### src/core/tpio_params.svh
`ifndef TPIO_PARAMS_SVH
`define TPIO_PARAMS_SVH

// register indices; byte address is four times the index
`define TPIO_IDX_LAT_A 8'h00
`define TPIO_IDX_LAT_B 8'h01
`define TPIO_IDX_LAT_C 8'h02
`define TPIO_IDX_DIR_A 8'h04
`define TPIO_IDX_DIR_B 8'h05
`define TPIO_IDX_DIR_C 8'h06
`define TPIO_IDX_OPT 8'h1d

// port widths
`define TPIO_WIDTH_A 8
`define TPIO_WIDTH_B 8
`define TPIO_WIDTH_C 5

// option register field positions
`define TPIO_OPT_PULL_A_BIT 0
`define TPIO_OPT_PULL_B_BIT 1
`define TPIO_OPT_PULL_C_BIT 2
`define TPIO_OPT_DRIVE_BIT 5

// reset values
`define TPIO_DIR_RST 8'h00
`define TPIO_PULL_RST 1'b0
`define TPIO_DRIVE_RST 1'b1

// synchroniser depth
`define TPIO_SYNC_STAGES 2

`endif

### src/core/tpio_pkg.sv
package tpio_pkg;

	typedef logic [7:0] tpio_byte_t;

	typedef enum logic [2:0]
	{
		TPIO_SEL_NONE,
		TPIO_SEL_LAT_A,
		TPIO_SEL_LAT_B,
		TPIO_SEL_LAT_C,
		TPIO_SEL_DIR_A,
		TPIO_SEL_DIR_B,
		TPIO_SEL_DIR_C,
		TPIO_SEL_OPT
	} tpio_sel_t;

endpackage : tpio_pkg

### src/core/tpio_sync.sv
`timescale 1ns/1ps
`include "tpio_params.svh"

module tpio_sync
	import tpio_pkg::*;
#(
	parameter int WIDTH = 21
)
(
	input wire logic clk,
	input wire logic arst_n,
	input wire logic [WIDTH-1:0] async_in,
	output logic [WIDTH-1:0] sync_out
);

	// ***************************************************
	// two-stage synchroniser
	// ***************************************************
	logic [WIDTH-1:0] stage_one;

	// first stage feeds only the second stage
	always_ff @(posedge clk or negedge arst_n)
	begin
		if (!arst_n)
		begin
			stage_one <= '0;
			sync_out <= '0;
		end
		else
		begin
			stage_one <= async_in;
			sync_out <= stage_one;
		end
	end

endmodule : tpio_sync

### src/core/tpio_top.sv
// Operation
// - eight-pin first port, per-pin direction, pullups
// - output latches kept through reset
// - direction one enables pin driver
// - reset clears first port directions
// - first port read: latch or pin
// - data writes always update latches
// - first pullup only on input pins
// - eight-pin second port, same behaviour
// - second pullup only on input pins
// - second port read: latch or pin
// - reset clears second port directions
// - five-pin third port with drive option
// - third pullup only on input pins
// - drive option selects third port drive
// - third port read: latch or pin
// - reset clears third port directions
// - direction registers read back written value
//
// Decided for this implementation: register access over APB.
`timescale 1ns/1ps
`include "tpio_params.svh"

module tpio_top
	import tpio_pkg::*;
#(
	parameter int WIDTH_A = `TPIO_WIDTH_A,
	parameter int WIDTH_B = `TPIO_WIDTH_B,
	parameter int WIDTH_C = `TPIO_WIDTH_C
)
(
	input wire logic CLK_SYS,
	input wire logic ARST_N,
	input wire logic PSEL,
	input wire logic PENABLE,
	input wire logic PWRITE,
	input wire logic [11:0] PADDR,
	input wire logic [31:0] PWDATA,
	output logic [31:0] PRDATA,
	output logic PREADY,
	output logic PSLVERR,
	input wire logic [WIDTH_A-1:0] PORTA_IN,
	output logic [WIDTH_A-1:0] PORTA_OUT,
	output logic [WIDTH_A-1:0] PORTA_OE_N,
	output logic [WIDTH_A-1:0] PORTA_PULLUP,
	input wire logic [WIDTH_B-1:0] PORTB_IN,
	output logic [WIDTH_B-1:0] PORTB_OUT,
	output logic [WIDTH_B-1:0] PORTB_OE_N,
	output logic [WIDTH_B-1:0] PORTB_PULLUP,
	input wire logic [WIDTH_C-1:0] PORTC_IN,
	output logic [WIDTH_C-1:0] PORTC_OUT,
	output logic [WIDTH_C-1:0] PORTC_OE_N,
	output logic [WIDTH_C-1:0] PORTC_PULLUP,
	output logic [WIDTH_C-1:0] PORTC_HIGH_DRIVE
);

	localparam int PIN_TOTAL = WIDTH_A + WIDTH_B + WIDTH_C;

	// ***************************************************
	// state
	// ***************************************************
	logic [WIDTH_A-1:0] port_a_output_latch;
	logic [WIDTH_B-1:0] port_b_output_latch;
	logic [WIDTH_C-1:0] port_c_output_latch;
	logic [WIDTH_A-1:0] port_a_direction;
	logic [WIDTH_B-1:0] port_b_direction;
	logic [WIDTH_C-1:0] port_c_direction;
	logic first_port_pullup_enable;
	logic second_port_pullup_enable;
	logic third_port_pullup_enable;
	logic indicator_drive_option;

	logic [PIN_TOTAL-1:0] pins_sync;
	logic [WIDTH_A-1:0] pin_level_a;
	logic [WIDTH_B-1:0] pin_level_b;
	logic [WIDTH_C-1:0] pin_level_c;

	tpio_sel_t sel;
	logic setup_phase;
	logic wr_strobe;
	logic [9:0] word_index;
	logic [31:0] next_rdata;
	logic next_slverr;
	tpio_byte_t opt_image;

	// ***************************************************
	// pin synchronisation
	// ***************************************************
	// synchronise all pins
	tpio_sync #(
		.WIDTH(PIN_TOTAL)
	) u_pin_sync (
		.clk(CLK_SYS),
		.arst_n(ARST_N),
		.async_in({PORTC_IN, PORTB_IN, PORTA_IN}),
		.sync_out(pins_sync)
	);

	assign pin_level_a = pins_sync[WIDTH_A-1:0];
	assign pin_level_b = pins_sync[WIDTH_A+WIDTH_B-1:WIDTH_A];
	assign pin_level_c = pins_sync[PIN_TOTAL-1:WIDTH_A+WIDTH_B];

	// ***************************************************
	// bus decode
	// ***************************************************
	assign word_index = PADDR[11:2];
	assign setup_phase = PSEL && !PENABLE;
	assign wr_strobe = PSEL && PENABLE && PWRITE;

	always_comb
	begin
		if (PADDR[1:0] != 2'h0 || word_index[9:8] != 2'h0)
		begin
			sel = TPIO_SEL_NONE;
		end
		else
		begin
			case (word_index[7:0])
				`TPIO_IDX_LAT_A: sel = TPIO_SEL_LAT_A;
				`TPIO_IDX_LAT_B: sel = TPIO_SEL_LAT_B;
				`TPIO_IDX_LAT_C: sel = TPIO_SEL_LAT_C;
				`TPIO_IDX_DIR_A: sel = TPIO_SEL_DIR_A;
				`TPIO_IDX_DIR_B: sel = TPIO_SEL_DIR_B;
				`TPIO_IDX_DIR_C: sel = TPIO_SEL_DIR_C;
				`TPIO_IDX_OPT: sel = TPIO_SEL_OPT;
				default: sel = TPIO_SEL_NONE;
			endcase
		end
	end

	// zero-wait slave: every access phase completes at once
	assign PREADY = 1'b1;

	// ***************************************************
	// output latches
	// ***************************************************
	// no reset term: contents survive reset
	always_ff @(posedge CLK_SYS)
	begin
		if (wr_strobe && sel == TPIO_SEL_LAT_A)
		begin
			port_a_output_latch <= PWDATA[WIDTH_A-1:0];
		end
	end

	always_ff @(posedge CLK_SYS)
	begin
		if (wr_strobe && sel == TPIO_SEL_LAT_B)
		begin
			port_b_output_latch <= PWDATA[WIDTH_B-1:0];
		end
	end

	always_ff @(posedge CLK_SYS)
	begin
		if (wr_strobe && sel == TPIO_SEL_LAT_C)
		begin
			port_c_output_latch <= PWDATA[WIDTH_C-1:0];
		end
	end

	// ***************************************************
	// direction registers
	// ***************************************************
	always_ff @(posedge CLK_SYS or negedge ARST_N)
	begin
		if (!ARST_N)
		begin
			port_a_direction <= WIDTH_A'(`TPIO_DIR_RST);
		end
		else if (wr_strobe && sel == TPIO_SEL_DIR_A)
		begin
			port_a_direction <= PWDATA[WIDTH_A-1:0];
		end
	end

	always_ff @(posedge CLK_SYS or negedge ARST_N)
	begin
		if (!ARST_N)
		begin
			port_b_direction <= WIDTH_B'(`TPIO_DIR_RST);
		end
		else if (wr_strobe && sel == TPIO_SEL_DIR_B)
		begin
			port_b_direction <= PWDATA[WIDTH_B-1:0];
		end
	end

	always_ff @(posedge CLK_SYS or negedge ARST_N)
	begin
		if (!ARST_N)
		begin
			port_c_direction <= WIDTH_C'(`TPIO_DIR_RST);
		end
		else if (wr_strobe && sel == TPIO_SEL_DIR_C)
		begin
			port_c_direction <= PWDATA[WIDTH_C-1:0];
		end
	end

	// ***************************************************
	// option register
	// ***************************************************
	always_ff @(posedge CLK_SYS or negedge ARST_N)
	begin
		if (!ARST_N)
		begin
			first_port_pullup_enable <= `TPIO_PULL_RST;
			second_port_pullup_enable <= `TPIO_PULL_RST;
			third_port_pullup_enable <= `TPIO_PULL_RST;
			indicator_drive_option <= `TPIO_DRIVE_RST;
		end
		else if (wr_strobe && sel == TPIO_SEL_OPT)
		begin
			first_port_pullup_enable <= PWDATA[`TPIO_OPT_PULL_A_BIT];
			second_port_pullup_enable <= PWDATA[`TPIO_OPT_PULL_B_BIT];
			third_port_pullup_enable <= PWDATA[`TPIO_OPT_PULL_C_BIT];
			indicator_drive_option <= PWDATA[`TPIO_OPT_DRIVE_BIT];
		end
	end

	// unimplemented option bits read as zero
	always_comb
	begin
		opt_image = 8'h00;
		opt_image[`TPIO_OPT_PULL_A_BIT] = first_port_pullup_enable;
		opt_image[`TPIO_OPT_PULL_B_BIT] = second_port_pullup_enable;
		opt_image[`TPIO_OPT_PULL_C_BIT] = third_port_pullup_enable;
		opt_image[`TPIO_OPT_DRIVE_BIT] = indicator_drive_option;
	end

	// ***************************************************
	// pin drive
	// ***************************************************
	// first port pins
	genvar gi;
	generate
		for (gi = 0; gi < WIDTH_A; gi++)
		begin : g_port_a
			assign PORTA_OUT[gi] = port_a_output_latch[gi];
			// driver on when direction is one
			assign PORTA_OE_N[gi] = !port_a_direction[gi];
			assign PORTA_PULLUP[gi] = first_port_pullup_enable && !port_a_direction[gi];
		end
	endgenerate

	generate
		for (gi = 0; gi < WIDTH_B; gi++)
		begin : g_port_b
			assign PORTB_OUT[gi] = port_b_output_latch[gi];
			// driver on when direction is one
			assign PORTB_OE_N[gi] = !port_b_direction[gi];
			assign PORTB_PULLUP[gi] = second_port_pullup_enable && !port_b_direction[gi];
		end
	endgenerate

	generate
		for (gi = 0; gi < WIDTH_C; gi++)
		begin : g_port_c
			assign PORTC_OUT[gi] = port_c_output_latch[gi];
			// driver on when direction is one
			assign PORTC_OE_N[gi] = !port_c_direction[gi];
			assign PORTC_PULLUP[gi] = third_port_pullup_enable && !port_c_direction[gi];
			assign PORTC_HIGH_DRIVE[gi] = indicator_drive_option && port_c_direction[gi];
		end
	endgenerate

	// ***************************************************
	// read path
	// ***************************************************
	always_comb
	begin
		next_rdata = 32'h0000_0000;
		next_slverr = 1'b0;
		case (sel)
			// latch for outputs, pin for inputs
			TPIO_SEL_LAT_A:
			begin
				next_rdata[WIDTH_A-1:0] = (port_a_output_latch & port_a_direction)
					| (pin_level_a & ~port_a_direction);
			end
			// latch for outputs, pin for inputs
			TPIO_SEL_LAT_B:
			begin
				next_rdata[WIDTH_B-1:0] = (port_b_output_latch & port_b_direction)
					| (pin_level_b & ~port_b_direction);
			end
			// latch for outputs, pin for inputs
			TPIO_SEL_LAT_C:
			begin
				next_rdata[WIDTH_C-1:0] = (port_c_output_latch & port_c_direction)
					| (pin_level_c & ~port_c_direction);
			end
			TPIO_SEL_DIR_A:
			begin
				next_rdata[WIDTH_A-1:0] = port_a_direction;
			end
			TPIO_SEL_DIR_B:
			begin
				next_rdata[WIDTH_B-1:0] = port_b_direction;
			end
			TPIO_SEL_DIR_C:
			begin
				next_rdata[WIDTH_C-1:0] = port_c_direction;
			end
			TPIO_SEL_OPT:
			begin
				next_rdata[7:0] = opt_image;
			end
			default:
			begin
				next_slverr = 1'b1;
			end
		endcase
	end

	// read data and error captured in the setup cycle
	always_ff @(posedge CLK_SYS or negedge ARST_N)
	begin
		if (!ARST_N)
		begin
			PRDATA <= 32'h0000_0000;
		end
		else if (setup_phase)
		begin
			PRDATA <= PWRITE ? 32'h0000_0000 : next_rdata;
		end
	end

	always_ff @(posedge CLK_SYS or negedge ARST_N)
	begin
		if (!ARST_N)
		begin
			PSLVERR <= 1'b0;
		end
		else if (setup_phase)
		begin
			PSLVERR <= next_slverr;
		end
	end

endmodule : tpio_top

### config.mk
export PLATFORM = sky130hd
export DESIGN_NAME = tpio_top
export DESIGN_NICKNAME = d
export VERILOG_FILES = /design/src/core/tpio_pkg.sv /design/src/core/tpio_sync.sv /design/src/core/tpio_top.sv
export VERILOG_INCLUDE_DIRS = /design/src /design/src/core
export SDC_FILE = /design/constraint.sdc
export NUM_CORES = 1
export LEC_CHECK = 0
export ABC_AREA = 1
export BUFFER_PORTS_ARGS = -buffer_cell sky130_fd_sc_hd__buf_2
export CORE_MARGIN = 1.5
export CORE_UTILIZATION = 50
export CTS_BUF_LIST = sky130_fd_sc_hd__clkbuf_16
export CTS_CLUSTER_DIAMETER = 50
export DETAILED_ROUTE_END_ITERATION = 6
export MAX_ROUTING_LAYER = met4
export PLACE_DENSITY = 0.84
export SLEW_MARGIN = 40
export SYNTH_ARGS = -nofsm -noshare
export SYNTH_HDL_FRONTEND = slang
export SYNTH_SLANG_ARGS = --single-unit
### constraint.sdc
create_clock -name CLK_SYS -period 1.7 [get_ports CLK_SYS]
set_input_delay 0.34 -clock CLK_SYS [delete_from_list [all_inputs] [get_ports CLK_SYS]]
set_output_delay 0.34 -clock CLK_SYS [all_outputs]
set_load 0.01 [all_outputs]
# Yosys cells after proc, flatten, opt, wreduce, memory -nomap -nowiden
# Index checks and enable logic that the tools add are counted.
# totals
register_bits	121
wordCells	108
output_inout_bits	102
# op_classes
reduce_logical	63
bitwise	12
eq_ne	13
n_mux	6
# op_table
cell	n
1-bit logical AND	36
5-bit case mux with 7 select lines	1
8-bit bitwise AND	4
8-bit by 3-bit == test with 1-bit output, second input constant	3
1-bit logical NOT	22
3-bit case mux with 7 select lines	1
8-bit inverter	2
8-bit OR	2
3-bit case mux with 5 select lines	1
3-bit == test, second input constant	4
5-bit bitwise AND	2
8-bit by 1-bit == test with 1-bit output, second input constant	1
8-bit by 2-bit == test with 1-bit output, second input constant	1
8-bit by 5-bit == test with 1-bit output, second input constant	1
8-bit logical NOT	1
8-bit two-way mux	1
7-bit OR reduction	1
3-bit by 2-bit == test with 1-bit output, second input constant	2
5-bit inverter	1
5-bit OR	1
2-bit nonzero test	2
3-bit by 1-bit == test with 1-bit output, second input constant	1
3-bit two-way mux	1
1-bit logical OR	1
1-bit two-way mux	1

# Depth between registers and ports, before layout
# depth
word_depth	6
depth_mapped	14

# Cells and area by module
# A second synthesis with hierarchy kept.
# unflattened
cells_unflattened	501
area_unflattened_um2	4581.9
# modules_own_cells
mod	instances	seq_area_each_um2	cells_each	area_per_inst_um2
tpio_top	1	1482.7	459	3530.9
tpio_sync	1	1051.0	42	1051.0

# Worst setup path after synthesis
# No wires, ideal clock.
# synth_timing
path_type	in2reg
startpoint	input PSEL
endpoint	register port_b_output_latch[0], in the netlist PORTB_OUT[0], enable pin
n_path_buf	0
required_time_ns	1.305
slack_ns	-0.677
arrival_time_ns	1.983
path_stages	4
cell_sequence	inv_1 > nor3_2 > inv_1 > nor4_1
# synth_via
elab_chain_cells	3
# synth_lines
item	line	source
from (decl)	tpio_top.sv:34	input wire logic PSEL,
1-bit logical AND (2 in series)	tpio_top.sv:108	assign wr_strobe = PSEL && PENABLE && PWRITE;
1-bit logical AND	tpio_top.sv:148	if (wr_strobe && sel == TPIO_SEL_LAT_B)
to (signal assigned)	tpio_top.sv:150	port_b_output_latch <= PWDATA[WIDTH_B-1:0];
to (decl)	tpio_top.sv:63	logic [WIDTH_B-1:0] port_b_output_latch;
# No other way between the ends.
# A chain may end at the register's enable or synchronous reset.

# Worst setup path in the final report
# layout_timing
startpoint	input PADDR[5]
endpoint	register PRDATA[4]
# layout_via
elab_chain_cells	6
# layout_lines
item	line	source
from (decl)	tpio_top.sv:37	input wire logic [11:0] PADDR,
8-bit by 5-bit == test with 1-bit output, or another cell as far along	tpio_top.sv:118	case (word_index[7:0])
3-bit case mux with 7 select lines (*)	tpio_top.sv:118	
3-bit two-way mux (*)	tpio_top.sv:112	if (PADDR[1:0] != 2'h0 || word_index[9:8] != 2'h0)
3-bit == test, or another cell as far along	tpio_top.sv:275	case (sel)
5-bit case mux with 7 select lines (*)	tpio_top.sv:275	
8-bit two-way mux (*)	tpio_top.sv:326	PRDATA <= PWRITE ? 32'h0000_0000 : next_rdata;
to (signal assigned)	tpio_top.sv:326	
to (decl)	tpio_top.sv:39	output logic [31:0] PRDATA,
# Every way passes the cells marked *; elsewhere a longest branch is shown, timed or not.

==> results.md <==
* Worst Slack Setup Final at 0.0604 ns
* Hold violation count in the final report at 6
* # rows at 35
* Max_cap viols at 0
* Tightest Hold Check Type: in -> async
* Hold slack at -0.00457 ns
* Synth Instances at 510
* Crit path buf inv count at 4
* Fmax at 610 MHz
* Core Box Area at slightly above 9000 um^2
* Cell area after synthesis at 4660 um^2
* Layout cells sized above 1 at 37.2%
* Number of synthesized flops with an enable pin at 21
* Nets at 748
* Syn Area/Cell at 9.14 um^2
* Reg2reg start: port_c_direction[4]$_DFFE_PN0P_
* Via density at between 4 and 5
* Post-DP HPWL at 8950 um
* Synth cell types at 35
* Cell chain of the critical path: buf_2, inv_1, nand2_2, nor2_1, nand2_1, nand3_4, nand2_4, inv_8, buf_4, nand3_1, nand2_1, nor2_1, nand2_1, nand2_1, nand2_1
* Fin crit share at 96.4%
* Worst Clk Skew at 0.0110 ns
* Worst R2R Path Depth at 8
* Worst vdd rail ir drop at 0.748 mV
* Most common cell after layout, fill and taps aside: nand2_1
* Delay-heaviest family, CP: simple AND/OR/NAND/NOR gates
* Layout area overhead at 30.1%
* Post-Route Setup TNS at 0 ns
* Outcome: finished with violations
* Final setup violation count at 0
* Fillers at 724
* Leakage at 3.23 nW
* DR vias at 3,959
* GPL Wtd Cong at 0.939
* Root buf cell: clkbuf_16
* Kind of critical path: in -> reg
* Critical Path Source: PADDR[5]
* Wire per inst at 14.9 um
* Port buffer count at 122
* Total CTS buffers at 9
* Vias in the first global route at 3,854
* # hold bufs at CTS at 0
* Slew Viols, Final at 0
* Fin crit period at 1.64 ns
* Total track usage at 25.1%
* Asr flop ratio synth at 78.4%
* CTS tree: yes
* Synth warn at 0
* Register area at 2530 um^2
* Die H at 99.6 um
* Required time of the worst setup path at 1.93 ns
* CTS H-tree lvls at 3
* Number of synthesized register bits at 97
* First-pass GRT wire length at 18,600 um
* RSZ-0062 raised after global routing: true
* Die X at 99.6 um
* Most frequent cells in the layout: nand2_1 (148), buf_2 (121), dfrtp_1 (75)
* Initial antenna violation count at 0
* Pre-CTS WS at -0.254 ns
* Reg clk slew, reported paths at 0.07 ns
* Starting density of the core at 50.9%
* DR pass1 iterations at 5
* Slowest CP cell: nand2_4
* Starting DRT DRC Count at between 200 and 300
* Clock sinks at 97
* Largest net degree at the start of global routing at 77
* ANT nets after route at 0
* CTS Buffer Depth at 2
* CP arrival at 1.87 ns
* CP Capture Type: flip-flop
* Register area share after synthesis at 54.3%
* Most used DFF post-synth: dfrtp_1
* Total wire length at 11,800 um
* Crit path largest cell delay at 0.16 ns
* R2r setup slk at ~0.37 ns
* Failing checks: negative hold slack
* Multi-input gate area at around 1900 um^2
* Capturing point of the worst reg2reg path: PRDATA[4]$_DFFE_PN0P_
* Top Ports at between 150 and 200
* Worst-path fanout max at 10
* Drc violations at 0
* PD cells at 767 nW/um^2
* Top cell by count, worst path: nand2_1
* Number of inserted diodes at 0
* Die ar. at 9910 um^2
* Clk_lat worst skew at 0.34 ns
* Total grt overflow at 0
* Final core occ at approximately 66%
* CP Launch Type: primary input
[layer usage]
metal  global-route usage [%]  routed length [um]
met5                        -                   0
met4                     7.80                 174
met3                     5.20                 935
met2                     40.9                5890
met1                     31.7                4840
[logic make-up after synthesis]
family	Yosys count	synth area share [%]
buffers and inverters	87	9.77
AND/OR/NAND/NOR	290	30.3
other	2	0.161
AO/OA/AOI/OAI	31	4.78
flip-flops	97	54.3
multiplexers	3	0.644
[synth_stat cells (5+ instances only)]
| cell | number | share of area (%) |
|---|---|---|
| inv_1 | 50 | 4.0 |
| o21ai_2 | 16 | 3.0 |
| edfxtp_1 | 21 | 14 |
| nand2_2 | 8 | 1.1 |
| nand2_4 | 6 | 1.4 |
| nand4_1 | 14 | 1.9 |
| nand2_1 | 151 | 12 |
| nor2_1 | 62 | 5.0 |
| nand3_1 | 23 | 2.5 |
| dfrtp_1 | 75 | 40 |
| o21ai_1 | 5 | 0.54 |
| nor2_2 | 7 | 0.94 |
| buf_4 | 25 | 4.0 |
[stage by stage]
step	std cells	power [mW]	instance area [um^2]
6_report	794	4.65	6070
5_1_grt	794	4.79	6070
4_1_cts	790	4.68	5980
3_5_place_dp	774	2.75	5700
3_3_place_gp	774	2.74	5700
2_1_floorplan	533	2.64	4830
[sequential cells by signal (all words and copies together) (netlist names)]
name                       count
PSLVERR                        1
first_port_pullup_enable       1
port_a_direction               8
port_c_direction               5
PRDATA                         8
second_port_pullup_enable      1
port_b_direction               8
indicator_drive_option         1
third_port_pullup_enable       1
PORTA_OUT                      8
u_pin_sync.sync_out           21
u_pin_sync.stage_one          21
PORTC_OUT                      5
PORTB_OUT                      8
[timing repair]
| action | CTS | global route |
|---|---|---|
| endpoints found under the setup margin | 0 | 11 |
| setup buffers | 0 | 3 |
| resized for setup | 0 | 10 |
[worst max path at each step]
stage	slack (ns)	endpoint	cells after the start
detailed placement	-0.25	PRDATA[4]$_DFFE_PN0P_	15
CTS	0.06	PORTB_PULLUP[1]	3
floorplan	-0.04	PORTC_OUT[0]$_DFFE_PP_	8
global route	-0.03	PRDATA[4]$_DFFE_PN0P_	15
global placement	-0.17	PRDATA[2]$_DFFE_PN0P_	16
finish	0.06	PRDATA[4]$_DFFE_PN0P_	15
[area by class of cell]
cell class / instances / share of cell area, %
sequential: 97 / 41.8
multi-input combinational: 349 / 30.5
timing repair buffer: 164 / 16.7
inverter: 56 / 3.82
clock buffer: 9 / 3.71
tap: 111 / 2.29
clock inverter: 7 / 1.01
timing repair inverter: 1 / 0.124
[power by group]
group	switching [mW]	internal [mW]	leakage, nW
clock network	0.920	1.02	0.142
registers	0.0162	2.43	1.14
logic	0.180	0.0872	1.94
(Power assumes the default switching activity.)
